--- config.mk ---
export PLATFORM = sky130hd
export DESIGN_NAME = ltc_regs
export DESIGN_NICKNAME = d
export VERILOG_FILES = /design/src/ltc_regs.v
export VERILOG_INCLUDE_DIRS = /design/src /design/src/src
export SDC_FILE = /design/constraint.sdc
export NUM_CORES = 1
export LEC_CHECK = 0
export BUFFER_PORTS_ARGS = -buffer_cell sky130_fd_sc_hd__buf_4
export CORE_MARGIN = 1.5
export CORE_UTILIZATION = 55
export DETAILED_ROUTE_END_ITERATION = 6
export GPL_TIMING_DRIVEN = 0
export PLACE_DENSITY = 0.81
export SLEW_MARGIN = 10
export SYNTH_ARGS = -nofsm -noshare
export SYNTH_HDL_FRONTEND = slang
export SYNTH_SLANG_ARGS = --single-unit
export TNS_END_PERCENT = 10
--- constraint.sdc ---
create_clock -name clk_i -period 5.4 [get_ports clk_i]
set_input_delay 1.35 -clock clk_i [delete_from_list [all_inputs] [get_ports clk_i]]
set_output_delay 1.35 -clock clk_i [all_outputs]
set_load 0.05 [all_outputs]
--- src/ltc_consts.vh ---
/*
 * constants for the link-training control register bank: word offsets,
 * field positions, reset values and the wishbone byte addressing.
 * assumes inclusion by ltc_regs.v only; definitions only.
 */
`ifndef LTC_CONSTS_VH
`define LTC_CONSTS_VH

// printed word offsets, byte address is four times the index
`define LTC_IDX_CFG 12'h4d0
`define LTC_IDX_CMD 12'h4d1
`define LTC_IDX_STAT 12'h4d2
`define LTC_IDX_IRQ_MASK 12'h4d3
`define LTC_IDX_OVR 12'h4d4
`define LTC_ADDR_W 14

// configuration word fields
`define LTC_CFG_EN 0
`define LTC_CFG_DIS_TMR 1
`define LTC_CFG_EQ_LO 12
`define LTC_CFG_SKIP_INIT 15
`define LTC_CFG_OVR_LP 16
`define LTC_CFG_OVR_LOC 17
`define LTC_CFG_SWING 18
`define LTC_CFG_BYP_DFE 19
`define LTC_CFG_FRZ_LO 20
`define LTC_CFG_MODE 22
`define LTC_CFG_CTLE_LO 24
`define LTC_CFG_VGA_LO 29
// writable bits; 2, 3 and 23 are reserved
`define LTC_CFG_WMASK 32'hff7ffff3
`define LTC_CFG_RST_HW 32'he1105111
`define LTC_CFG_RST_SIM 32'h81585111

// command word bits, all self clearing
`define LTC_CMD_RESTART 0
`define LTC_CMD_NEW_LP 4
`define LTC_CMD_NEW_LOC 8

// status and interrupt bits
`define LTC_ST_FAIL 0
`define LTC_ST_DONE 1
`define LTC_ST_NBITS 2
`define LTC_ST_TRAINING 8
`define LTC_ST_FAILED 9

// timing
`define LTC_MAX_WAIT_NS 500000
`define LTC_CLK_NS 10

`endif

--- src/ltc_regs.v ---
/*
 * link-training control register bank with a small training sequencer.
 * holds the configuration word, decodes self-clearing command writes, drives the training engine
 * controls, tracks training progress and raises a level interrupt.
 * assumes a classic wishbone master on clk_i and an engine that reports
 * completion with a same-clock pulse.
 */
// Operation
// - error-count hysteresis from three-bit code: 0, else 2 to the code.
// - skip-initialize set keeps swing and taps on training failure.
// - max-wait timeout enters training failure and raises failure status.
// - partner override sends software update commands to the partner.
// - local override takes local coefficients from software.
// - partner main-tap swing adjusted only when swing training set.
// - bypass bit bypasses adaptive feedback equalizer after training.
// - freeze field 00 free, 01 freeze all, only while not bypassed.
// - mode 0 sweeps linear equalizer first; mode 1 uses manual values.
// - manual mode uses the five-bit linear equalizer value.
// - manual mode uses the three-bit gain value.
// - restart bit resets training protocol, then clears itself.
// - new-partner bit starts sending software values, needs override.
// - new-local bit applies software values locally, needs override.
// - training runs only while the enable bit is one.
// - disable-timer bit stops max-wait timer forcing failure.
`timescale 1ns/10ps
`include "ltc_consts.vh"

module ltc_regs #(
  parameter SIM_DEFAULTS = 0,
  parameter MAX_WAIT_CYC = `LTC_MAX_WAIT_NS / `LTC_CLK_NS
) (
  input wire clk_i,
  input wire rst_i,
  input wire wb_cyc_i,
  input wire wb_stb_i,
  input wire wb_we_i,
  input wire [`LTC_ADDR_W-1:0] wb_adr_i,
  input wire [3:0] wb_sel_i,
  input wire [31:0] wb_dat_i,
  output reg [31:0] wb_dat_o,
  output reg wb_ack_o,
  input wire train_done_i,
  output reg irq_o,
  output reg train_active_o,
  output reg train_restart_request_o,
  output reg train_failed_o,
  output reg pma_init_o,
  output reg [7:0] err_hysteresis_o,
  output reg lp_override_o,
  output reg lp_send_o,
  output reg [7:0] lp_coef_o,
  output reg local_override_o,
  output reg local_apply_o,
  output reg [7:0] local_coef_o,
  output reg output_swing_train_o,
  output reg dfe_bypass_o,
  output reg dfe_freeze_o,
  output reg ctle_sweep_o,
  output reg [4:0] ctle_value_o,
  output reg [2:0] vga_value_o
);

  localparam [31:0] CFG_RST = SIM_DEFAULTS ? `LTC_CFG_RST_SIM : `LTC_CFG_RST_HW;
  localparam [31:0] WAIT_LAST = MAX_WAIT_CYC - 1;

  localparam [1:0] ST_IDLE = 2'b00;
  localparam [1:0] ST_TRAIN = 2'b01;
  localparam [1:0] ST_DONE = 2'b10;
  localparam [1:0] ST_FAIL = 2'b11;

  // byte-lane merge, used by the configuration word only
  function [31:0] lane_merge;
    input [31:0] old_v;
    input [31:0] new_v;
    input [3:0] sel;
    integer k;
    begin
      lane_merge = old_v;
      for (k = 0; k < 4; k = k + 1) begin
        if (sel[k]) begin
          lane_merge[k*8 +: 8] = new_v[k*8 +: 8];
        end
      end
    end
  endfunction

  // word-index decode shared by the write strobes and the status-read strobe
  function idx_hit;
    input [11:0] idx;
    input [11:0] target;
    begin
      idx_hit = (idx == target);
    end
  endfunction

  reg [31:0] cfg_r;
  reg [15:0] ovr_r;
  reg [`LTC_ST_NBITS-1:0] irq_stat_r;
  reg [`LTC_ST_NBITS-1:0] irq_mask_r;
  reg [1:0] state_r;
  reg [1:0] state_nxt;
  reg [31:0] wait_cnt_r;
  reg restart_pend_r;
  reg [31:0] rd_nxt;

  wire req = wb_cyc_i & wb_stb_i & ~wb_ack_o;
  wire [11:0] widx = wb_adr_i[`LTC_ADDR_W-1:2];
  wire wr = req & wb_we_i;
  wire rd = req & ~wb_we_i;
  wire wr_cfg = wr & idx_hit(widx, `LTC_IDX_CFG);
  wire wr_cmd = wr & idx_hit(widx, `LTC_IDX_CMD);
  wire wr_mask = wr & idx_hit(widx, `LTC_IDX_IRQ_MASK);
  wire wr_ovr = wr & idx_hit(widx, `LTC_IDX_OVR);
  wire rd_stat = rd & idx_hit(widx, `LTC_IDX_STAT);

  // command bits act on the write itself and never store (self clearing)
  wire cmd_restart = wr_cmd & wb_sel_i[0] & wb_dat_i[`LTC_CMD_RESTART];
  wire cmd_new_lp = wr_cmd & wb_sel_i[0] & wb_dat_i[`LTC_CMD_NEW_LP];
  wire cmd_new_loc = wr_cmd & wb_sel_i[1] & wb_dat_i[`LTC_CMD_NEW_LOC];

  wire enabled = cfg_r[`LTC_CFG_EN];
  wire timed_out = ~cfg_r[`LTC_CFG_DIS_TMR] & (wait_cnt_r == WAIT_LAST);
  // no event while training is being switched off, so no stray status
  wire ev_fail = (state_r == ST_TRAIN) & enabled & timed_out & ~train_done_i & ~restart_pend_r;
  wire ev_done = (state_r == ST_TRAIN) & enabled & train_done_i & ~restart_pend_r;

  // wishbone slave: one registered ack per request, a cycle later, unmapped reads zero
  always @* begin
    rd_nxt = 32'h00000000;
    case (widx)
      `LTC_IDX_CFG: rd_nxt = cfg_r;
      `LTC_IDX_STAT: rd_nxt = {22'h000000, state_r == ST_FAIL, state_r == ST_TRAIN,
                               6'h00, irq_stat_r};
      `LTC_IDX_IRQ_MASK: rd_nxt = {30'h00000000, irq_mask_r};
      `LTC_IDX_OVR: rd_nxt = {8'h00, ovr_r[15:8], 8'h00, ovr_r[7:0]};
      default: rd_nxt = 32'h00000000;
    endcase
  end

  always @(posedge clk_i) begin
    if (rst_i) begin
      wb_ack_o <= 1'b0;
      wb_dat_o <= 32'h00000000;
    end else begin
      wb_ack_o <= req;
      wb_dat_o <= rd ? rd_nxt : 32'h00000000;
    end
  end

  always @(posedge clk_i) begin
    if (rst_i) begin
      cfg_r <= CFG_RST;
    end else if (wr_cfg) begin
      cfg_r <= lane_merge(cfg_r, wb_dat_i, wb_sel_i) & `LTC_CFG_WMASK;
    end
  end

  // coefficient word keeps only the two byte lanes the engine uses
  always @(posedge clk_i) begin
    if (rst_i) begin
      ovr_r <= 16'h0000;
    end else if (wr_ovr) begin
      ovr_r[7:0] <= wb_sel_i[0] ? wb_dat_i[7:0] : ovr_r[7:0];
      ovr_r[15:8] <= wb_sel_i[2] ? wb_dat_i[23:16] : ovr_r[15:8];
    end
  end

  always @(posedge clk_i) begin
    if (rst_i) begin
      irq_mask_r <= {`LTC_ST_NBITS{1'b0}};
    end else if (wr_mask & wb_sel_i[0]) begin
      irq_mask_r <= wb_dat_i[`LTC_ST_NBITS-1:0];
    end
  end

  // sticky events; a new event in the read cycle survives the clear
  always @(posedge clk_i) begin
    if (rst_i) begin
      irq_stat_r <= {`LTC_ST_NBITS{1'b0}};
    end else begin
      irq_stat_r[`LTC_ST_FAIL] <= ev_fail | (irq_stat_r[`LTC_ST_FAIL] & ~rd_stat);
      irq_stat_r[`LTC_ST_DONE] <= ev_done | (irq_stat_r[`LTC_ST_DONE] & ~rd_stat);
    end
  end

  always @* begin
    state_nxt = state_r;
    case (state_r)
      ST_IDLE: if (enabled) state_nxt = ST_TRAIN;
      ST_TRAIN: begin
        if (!enabled) state_nxt = ST_IDLE;
        else if (ev_done) state_nxt = ST_DONE;
        else if (ev_fail) state_nxt = ST_FAIL;
      end
      ST_DONE: if (!enabled) state_nxt = ST_IDLE;
      ST_FAIL: if (!enabled) state_nxt = ST_IDLE;
      default: state_nxt = ST_IDLE;
    endcase
    if (restart_pend_r) begin
      state_nxt = ST_IDLE;
    end
  end

  always @(posedge clk_i) begin
    if (rst_i) begin
      state_r <= ST_IDLE;
    end else begin
      state_r <= state_nxt;
    end
  end

  // restart acts one cycle after the write so the ack and idle entry stay apart
  always @(posedge clk_i) begin
    if (rst_i) begin
      restart_pend_r <= 1'b0;
    end else begin
      restart_pend_r <= cmd_restart;
    end
  end

  // counter saturates; clearing the disable bit late in training fails at once
  always @(posedge clk_i) begin
    if (rst_i) begin
      wait_cnt_r <= 32'h00000000;
    end else if (state_r != ST_TRAIN || restart_pend_r) begin
      wait_cnt_r <= 32'h00000000;
    end else if (wait_cnt_r != WAIT_LAST) begin
      wait_cnt_r <= wait_cnt_r + 32'h00000001;
    end
  end

  // engine-facing controls, each its own flip-flop stage
  always @(posedge clk_i) begin
    if (rst_i) begin
      irq_o <= 1'b0;
    end else begin
      irq_o <= |(irq_stat_r & irq_mask_r);
    end
  end

  always @(posedge clk_i) begin
    if (rst_i) begin
      train_active_o <= 1'b0;
    end else begin
      train_active_o <= (state_r == ST_TRAIN);
    end
  end

  always @(posedge clk_i) begin
    if (rst_i) begin
      train_restart_request_o <= 1'b0;
    end else begin
      train_restart_request_o <= cmd_restart;
    end
  end

  always @(posedge clk_i) begin
    if (rst_i) begin
      train_failed_o <= 1'b0;
    end else begin
      train_failed_o <= (state_nxt == ST_FAIL);
    end
  end

  // one-cycle reinit pulse on failure entry unless skipped
  always @(posedge clk_i) begin
    if (rst_i) begin
      pma_init_o <= 1'b0;
    end else begin
      pma_init_o <= ev_fail & (state_nxt == ST_FAIL) & ~cfg_r[`LTC_CFG_SKIP_INIT];
    end
  end

  // code 0 gives 0, otherwise 1 shifted by the code
  always @(posedge clk_i) begin
    if (rst_i) begin
      err_hysteresis_o <= 8'h00;
    end else begin
      err_hysteresis_o <= (cfg_r[`LTC_CFG_EQ_LO +: 3] == 3'h0) ? 8'h00 :
                          (8'h01 << cfg_r[`LTC_CFG_EQ_LO +: 3]);
    end
  end

  always @(posedge clk_i) begin
    if (rst_i) begin
      lp_override_o <= 1'b0;
    end else begin
      lp_override_o <= cfg_r[`LTC_CFG_OVR_LP];
    end
  end

  // a send request without the override is dropped, not queued
  always @(posedge clk_i) begin
    if (rst_i) begin
      lp_send_o <= 1'b0;
    end else begin
      lp_send_o <= cmd_new_lp & cfg_r[`LTC_CFG_OVR_LP];
    end
  end

  always @(posedge clk_i) begin
    if (rst_i) begin
      lp_coef_o <= 8'h00;
    end else begin
      lp_coef_o <= ovr_r[7:0];
    end
  end

  always @(posedge clk_i) begin
    if (rst_i) begin
      local_override_o <= 1'b0;
    end else begin
      local_override_o <= cfg_r[`LTC_CFG_OVR_LOC];
    end
  end

  always @(posedge clk_i) begin
    if (rst_i) begin
      local_apply_o <= 1'b0;
    end else begin
      local_apply_o <= cmd_new_loc & cfg_r[`LTC_CFG_OVR_LOC];
    end
  end

  always @(posedge clk_i) begin
    if (rst_i) begin
      local_coef_o <= 8'h00;
    end else begin
      local_coef_o <= ovr_r[15:8];
    end
  end

  always @(posedge clk_i) begin
    if (rst_i) begin
      output_swing_train_o <= 1'b0;
    end else begin
      output_swing_train_o <= cfg_r[`LTC_CFG_SWING];
    end
  end

  // bypass and freeze only take hold in the done state, not after a training failure
  always @(posedge clk_i) begin
    if (rst_i) begin
      dfe_bypass_o <= 1'b0;
    end else begin
      dfe_bypass_o <= (state_r == ST_DONE) & cfg_r[`LTC_CFG_BYP_DFE];
    end
  end

  always @(posedge clk_i) begin
    if (rst_i) begin
      dfe_freeze_o <= 1'b0;
    end else begin
      dfe_freeze_o <= (state_r == ST_DONE) & ~cfg_r[`LTC_CFG_BYP_DFE] &
                      (cfg_r[`LTC_CFG_FRZ_LO +: 2] == 2'b01);
    end
  end

  always @(posedge clk_i) begin
    if (rst_i) begin
      ctle_sweep_o <= 1'b0;
    end else begin
      ctle_sweep_o <= ~cfg_r[`LTC_CFG_MODE];
    end
  end

  // manual values forced to zero in sweep mode
  always @(posedge clk_i) begin
    if (rst_i) begin
      ctle_value_o <= 5'h00;
    end else begin
      ctle_value_o <= cfg_r[`LTC_CFG_MODE] ? cfg_r[`LTC_CFG_CTLE_LO +: 5] : 5'h00;
    end
  end

  always @(posedge clk_i) begin
    if (rst_i) begin
      vga_value_o <= 3'h0;
    end else begin
      vga_value_o <= cfg_r[`LTC_CFG_MODE] ? cfg_r[`LTC_CFG_VGA_LO +: 3] : 3'h0;
    end
  end

endmodule

Yosys cells after proc, flatten, opt, wreduce, memory -nomap -nowiden
Index checks and enable logic that the tools add are counted.

operators by class
  add/sub/neg operators = 1
  equality and inequality tests = 13
  shifts and indexed selects = 1
  muxes and demuxes = 8
  bitwise operators = 44
  reductions and logical operators = 15

operators with widths
  kind                                                               count
  32-bit case mux with 4 select lines                                1
  12-bit by 11-bit == test with 1-bit output, second input constant  5
  32-bit by 1-bit adder with 32-bit output, second input constant    1
  32-bit by 16-bit == test with 1-bit output, second input constant  1
  32-bit by 16-bit != test with 1-bit output, second input constant  1
  1-bit AND                                                          31
  2-bit two-way mux                                                  6
  2-bit AND reduction                                                6
  2-bit OR reduction                                                 6
  1-bit NOT                                                          10
  1-bit by 3-bit left shift with 8-bit output, first input constant  1
  2-bit == test, second input constant                               3
  2-bit case mux with 3 select lines                                 1
  2-bit by 1-bit == test with 1-bit output, second input constant    2
  3-bit zero test                                                    1
  2-bit AND                                                          1
  2-bit zero test                                                    1
  2-bit by 1-bit != test with 1-bit output, second input constant    1
  1-bit OR                                                           2
  1-bit logical OR                                                   1

storage, ports and cells
  register bits after elaboration = 161
  bits of input ports = 56
  output and inout port bits = 78

Depth between registers and ports, before layout
Gate-level depths: netlist (run 1).

  depth after elaboration = 13
  mapped depth = 7
  mapped depth without buffers = 5

Worst setup path after synthesis (run 1)
No wires, ideal clock.

  kind = input -> register
  start point = input wb_adr_i[11]
  end point = register ovr_r[0]
  setup time = 0.132 ns
  data arrival time = 2.761 ns
  required time = 5.268 ns
  path slack = 2.506 ns
  stages on the path = 5
  buffers on the path = 1
  cells stage by stage = or4b_4 or4_4 buf_6 o21ai_1 a21oi_1

between the ends
  longest elaborated chain between the ends = 3

ends and longest elaborated chain
  element                                     line            RTL
  start: declaration                          ltc_regs.v:37   input wire [`LTC_ADDR_W-1:0] wb_adr_i,
  12-bit by 11-bit == test with 1-bit output  ltc_regs.v:92   idx_hit = (idx == target);
  1-bit AND                                   ltc_regs.v:113  wire wr_ovr = wr & idx_hit(widx, `LTC_IDX_OVR);
  2-bit AND reduction (no line)               --
  end signal: assignment                      ltc_regs.v:163  ovr_r[7:0] <= wb_sel_i[0] ? wb_dat_i[7:0] : ovr_r[7:0];
  end: declaration                            ltc_regs.v:97   reg [15:0] ovr_r;

No other way between the ends.
A chain may end at the register's enable or synchronous reset.

Worst setup path in the final report (run 1)
  start point = input wb_adr_i[11]
  end point = register cfg_r[17]

between the ends
  longest elaborated chain between the ends = 3

ends and longest elaborated chain
  element                                     line            RTL
  12-bit by 11-bit == test with 1-bit output  ltc_regs.v:92
  1-bit AND                                   ltc_regs.v:110  wire wr_cfg = wr & idx_hit(widx, `LTC_IDX_CFG);
  2-bit AND reduction (no line)               --
  end signal: assignment                      ltc_regs.v:154  cfg_r <= lane_merge(cfg_r, wb_dat_i, wb_sel_i) & `LTC_CFG_WMASK;
  end: declaration                            ltc_regs.v:96   reg [31:0] cfg_r;

No other way between the ends.

==> results of run 1 <==
==> kinds of logic after synthesis <==
group	Yosys count	share of synthesized area, %
simple gates	294	27.6
flops	161	52.5
compound gates	126	11.5
buf+inv	55	4.05
mux	18	2.95
xor+xnor	8	1.14
fa+ha+maj	1	0.204
other cells	1	0.0611
==> sequential cells by signal (all words and copies together), names as in the netlist, 2 cells and up <==
| signal | flops |
|---|---|
| vga_value_o | 3 |
| err_hysteresis_o | 8 |
| local_coef_o | 8 |
| wait_cnt_r | 32 |
| irq_stat_r | 2 |
| cfg_r | 29 |
| lp_coef_o | 8 |
| ovr_r | 16 |
| wb_dat_o | 32 |
| irq_mask_r | 2 |
| ctle_value_o | 5 |
| state_r | 2 |
==> final cells by class <==
class | instances | area (sq um)
Buffer | 37 | 181
Clock buffer | 21 | 459
Clock inverter | 10 | 134
Fill cell | 809 | 2990
Inverter | 18 | 67.6
Multi-Input combinational cell | 448 | 2670
Sequential cell | 161 | 3220
Tap cell | 140 | 175
Timing Repair Buffer | 126 | 946
==> synthesized netlist by cell type (8+ instances only) <==
master | count | area share [%]
nor2b_1 | 15 | 1.5
nand2b_1 | 10 | 1.0
nor2_1 | 44 | 2.7
and2_1 | 29 | 3.0
nor3_1 | 15 | 1.2
buf_2 | 13 | 1.1
inv_1 | 16 | 0.98
dfxtp_1 | 161 | 52
and4_1 | 9 | 1.3
o21ai_1 | 10 | 0.82
and3_1 | 8 | 0.82
nor4_1 | 13 | 1.3
a22oi_1 | 12 | 1.5
mux2i_1 | 17 | 2.8
o21ai_0 | 30 | 2.4
nand2_1 | 37 | 2.3
a21oi_1 | 57 | 4.6
or4_1 | 11 | 1.3
o31ai_1 | 9 | 1.1
nand4_1 | 36 | 3.7
clkbuf_1 | 17 | 1.0
nand3_1 | 40 | 3.3
==> stage by stage <==
step / std cells / hold WS, ps / util, %
2_1_floorplan: 664 / 407 / -
3_3_place_gp: 930 / 425 / 67.0
3_5_place_dp: 930 / 427 / 67.0
4_1_cts: 961 / 440 / 72.5
5_1_grt: 961 / 466 / 72.5
6_report: 961 / 439 / 72.5
==> layer usage <==
layer,global-route usage [%],up-vias,part of all wire [%],routed length (um)
li1,-,2694,-,-
met1,35.8,2706,41,6960
met2,48.1,255,48,8240
met3,7.47,51,7.2,1230
met4,14.1,0,3.4,584
met5,0,-,0,0
==> final timing paths <==
kind                                 end                       start  slack (ps)
max               cfg_r[17]$_SDFFE_PP0P_                wb_adr_i[11]        2620
min              ctle_sweep_o$_SDFF_PP0_      cfg_r[22]$_SDFFE_PP0P_         440
max reg2reg  wait_cnt_r[29]$_SDFFE_PP0P_  wait_cnt_r[3]$_SDFFE_PP0P_        3180
min reg2reg      ctle_sweep_o$_SDFF_PP0_      cfg_r[22]$_SDFFE_PP0P_         440
==> where the power goes <==
part	switching [mW]	internal, mW	leakage [nW]
Combinational	0.0700	0.0422	1.48
Sequential	0.00405	1.19	1.30
Clock	0.468	0.736	0.290
Total	0.542	1.97	3.07
==> results.txt, run 1 <==
WP data required -> 5870 ps
CTS tree -> done
clk sinks -> 161
Worst-path clk slew -> 60 ps
CTS Root Cell -> clkbuf_8
# hold bufs at CTS -> 0
GR Util All Layers -> 29.3%
Post-DP HPWL -> 12.4 mm
final slew viol count -> 0
r2r worst-path depth -> 7
initial antenna violation count -> 0
share of layout cells above drive strength 1 -> 22.2%
critical path arrival -> 3250 ps
WHS Path Cells -> 1
Iteration-0 DRC Markers -> 467
Worst path max stage delay -> 640 ps
Pwr Density -> 320 nW/um^2
Via density -> 5.94
Clk Latency, worst-skew pair -> 540 ps
WL per Instance -> 17.7 um
Avg Inst Size Synth -> 9.25 sq um
dpl ws -> 2110 ps
Tightest Pin Transition -> 836 ps
commonest non-fill, non-tap cell in the layout -> dfxtp_1
nets -> 866
CTS Buf Count -> 17
Non-Filler Cell Area, Final -> 7860 sq um
CP endpoint kind -> flip-flop
area of the core -> 10800 sq um
Initial Util -> 56.6%
maximum VDD drop -> 0.255 mV
final wirelength -> 17.0 mm
Max Buffers Root-to-Sink -> 2
Synth Instances -> 664
synthesized flop and latch total -> 161
CP bufs+invs -> 1
chip height -> 109 um
Via Count -> 5706
first-pass detailed-route iteration total -> 5
Tot Pwr -> 2.51 mW
LEAKAGE -> 3.07 nW
max-cap viol count -> 0
vias in the first global route -> 5298
pin count of the biggest net entering global routing -> 17
Crit Path Category -> in -> reg
Setup Buffers After CTS -> 0
path category of the worst min-delay check -> reg -> reg
CP cell instances -> buf_4, nor4b_2, nand4_1, nor2_1, mux2i_1
antenna-violating nets left -> 0
CTS resizes -> 0
die area -> 11800 sq um
I/O Pins -> 134
yosys warns -> 0
CP Launch Type -> input pin
Tcrit/Tclk final -> 51.6%
Slew headroom -> 43.8%
synthesis-to-finish area growth -> 27.9%
DRC -> 0
Post-synth EDFFs -> 0
Seq/Total Area, Yosys -> 52.5%
grt total ovfl -> 0
stages on the worst setup path -> 5
unrepaired setup endpoints after global routing -> no
GP Congestion -> 0.944
area post-placement -> 7260 sq um
CP max stage cell -> nor2_1
outcome -> finished, final reports clean
first-pass GRT wire length -> 26.3 mm
fmax -> 359 MHz
FFs w/ async S/R, synth -> 0%
# rows -> 38
syn_nets -> 721
most frequent cells in the layout -> dfxtp_1, buf_4, a21oi_1
Final Skew -> 7.06 ps
Netlist Area Pre-Place -> 6140 sq um
worst setup margin -> 2620 ps
Port Buffers -> 126
Tmin final -> 2780 ps
H-tree levels -> 4
cell family with most CP delay -> simple AND/OR/NAND/NOR gates
setup TNS -> 0 ps
CP Max Fanout -> 5
post-synth cell types -> 53
Die W -> 109 um
final hold viol count -> 0
final setup fails -> 0
ys flop type -> dfxtp_1
antenna cells -> 0
Note: power is estimated with default switching activity, not from simulation.
==> inputs of run 2 (changes only) <==
- CORE_UTILIZATION: 55 -> 54
- PLACE_DENSITY: 0.81 -> 0.79
- clock period: 5.4 -> 2.75 ns (I/O delays scaled with it)
==> run 2 against run 1 <==
Against the previous run:
- combinational power is 97% higher
- wire length increased by 0.46%
- non-clock buffer count stayed put
- global-route usage grew 0.17 points
- setup slack worse by 2200 ps
- core utilization fell by 0.63 points
- critical path type unchanged
- power increased by 100%
- cell area grew 0.43%
- clock skew up 3.2 ps
- die area up 1.8%
- worst hold slack improved by 13 ps
- register-to-register slack worse by 2600 ps
==> results.txt, run 2 (same netlist as run 1, synthesis figures left out) <==
Via density -> 5.93 (was 5.94)
Clk Latency, worst-skew pair -> 430 ps (was 540 ps)
Final Skew -> 10.2 ps (was 7.06 ps)
Initial Util -> 55.9% (was 56.6%)
placed cell count -> 930 (unchanged)
CTS Root Cell -> clkbuf_16 (was clkbuf_8)
DRC -> 0 (unchanged)
maximum VDD drop -> 0.539 mV (was 0.255 mV)
Switching Share -> 20.8% (was 21.6%)
Top Registers -> wait_cnt_r x32, wb_dat_o x32, cfg_r x29 (unchanged)
final setup fails -> 0 (unchanged)
Tmin final -> 2340 ps
max-cap viol count -> 0 (unchanged)
Tot Pwr -> 5.07 mW (was 2.51 mW)
I/O Pins -> 134 (unchanged)
Die W -> 110 um (was 109 um)
Via Count -> 5694 (was 5706)
Comb power frac -> 4.4% (was 4.5%)
Post-DP HPWL -> 12.3 mm (was 12.4 mm)
chip height -> 110 um (was 109 um)
clk sinks -> 161 (unchanged)
die area -> 12000 sq um (was 11800 sq um)
Pwr Density -> 643 nW/um^2 (was 320 nW/um^2)
most frequent cells in the layout -> dfxtp_1, buf_4, a21oi_1 (unchanged)
initial antenna violation count -> 0 (unchanged)
CP endpoint kind -> flip-flop (unchanged)
Sw Pwr -> 1.06 mW (was 542 uW)
nets -> 866 (unchanged)
CTS resizes -> 0 (unchanged)
unrepaired setup endpoints after global routing -> no (unchanged)
Setup Buffers After CTS -> 0 (unchanged)
CP Max Fanout -> 5 (unchanged)
GP Congestion -> 0.898 (was 0.944)
multi-input logic area -> 2670 sq um (unchanged)
Flop pwr share -> 46.4% (was 47.6%)
outcome -> finished, final reports clean (unchanged)
final hold viol count -> 0 (unchanged)
Crit Path Category -> in -> reg (unchanged)
WP data required -> 3110 ps (was 5870 ps)
internal power -> 4.01 mW (was 1.97 mW)
pin count of the biggest net entering global routing -> 17 (unchanged)
LEAKAGE -> 3.08 nW (was 3.07 nW)
share of layout cells above drive strength 1 -> 22.0% (was 22.2%)
grt total ovfl -> 0 (unchanged)
H-tree levels -> 4 (unchanged)
vias in the first global route -> 5451 (was 5298)
first-pass detailed-route iteration total -> 6 (was 5)
fin cells -> 960 (was 961)
final core occ -> 71.8% (was 72.5%)
final wirelength -> 17.1 mm (was 17.0 mm)
Tcrit/Tclk final -> 84.9%
Clock power frac -> 49.2% (was 47.9%)
Max Buffers Root-to-Sink -> 2 (unchanged)
Iteration-0 DRC Markers -> 509 (was 467)
final slew viol count -> 0 (unchanged)
area of the core -> 11000 sq um (was 10800 sq um)
WL per Instance -> 17.8 um (was 17.7 um)
CP Launch Type -> input pin (unchanged)
# rows -> 38 (unchanged)
reg2reg setup slack -> 550 ps (was 3180 ps)
CTS tree -> done (unchanged)
Worst-path clk slew -> 60 ps (about the same)
critical path arrival -> 2690 ps (was 3250 ps)
Slew headroom -> 37.4% (was 43.8%)
commonest non-fill, non-tap cell in the layout -> dfxtp_1 (unchanged)
# hold bufs at CTS -> 0 (unchanged)
Fillers -> 818 (was 809)
Port Buffers -> 126 (unchanged)
setup TNS -> 0 ps (unchanged)
GR Util All Layers -> 29.4% (was 29.3%)
CTS Buf Count -> 17 (unchanged)
first-pass GRT wire length -> 26.8 mm (was 26.3 mm)
Tightest Pin Transition -> 932 ps (was 836 ps)
FF/Latch Area -> 3220 sq um (unchanged)
path category of the worst min-delay check -> reg -> reg (unchanged)
synthesis-to-finish area growth -> 28.5% (was 27.9%)
antenna-violating nets left -> 0 (unchanged)
fmax -> 428 MHz
antenna cells -> 0 (unchanged)
==> run 2: per-layer routing <==
metal	up-vias	track usage, %	share of wire, %
met1	2727	36.6	41
met5	-	0	0
met3	28	6.94	7.8
met4	0	13.9	2.5
met2	261	48.1	48
li1	2678	-	-
==> run 2: final cells by class <==
type                            count  share of cell area [%]
Inverter                           18                   0.856
Clock inverter                      8                    1.93
Clock buffer                       22                    6.01
Tap cell                          140                    2.22
Timing Repair Buffer              126                    12.0
Multi-Input combinational cell    448                    33.8
Sequential cell                   161                    40.9
Buffer                             37                    2.30
==> run 2: worst max-delay path, cell delays in order <==
cell and delay [ps]:
buf_4 120, nor4b_2 590, nand4_1 350, nor2_1 680
mux2i_1 260
==> run 2: power groups by stage <==
stage	clock, mW	sequential, mW	combinational, mW
floorplan	0	2.42	0.0850
global placement	0	2.40	0.212
detailed placement	0	2.40	0.217
CTS	2.51	2.35	0.219
global route	2.62	2.35	0.235
finish	2.50	2.35	0.221
==> run 2: final timing paths <==
path	from	end	depth (start not counted)
setup / recovery	wb_adr_i[11]	cfg_r[22]$_SDFFE_PP0P_	5
hold reg to reg	cfg_r[22]$_SDFFE_PP0P_	ctle_sweep_o$_SDFF_PP0_	1
hold / removal	cfg_r[22]$_SDFFE_PP0P_	ctle_sweep_o$_SDFF_PP0_	1
setup reg to reg	wait_cnt_r[3]$_SDFFE_PP0P_	wait_cnt_r[19]$_SDFFE_PP0P_	7
==> run 2: stage by stage <==
step | instance area [sq um] | hold slack [ps] | worst slack (ps)
after floorplan | 6140 | 407 | 519
after global placement | 7260 | 436 | 143
after detailed placement | 7260 | 437 | 23.8
after CTS | 7890 | 452 | 481
after global routing | 7890 | 466 | 307
final | 7890 | 452 | 414
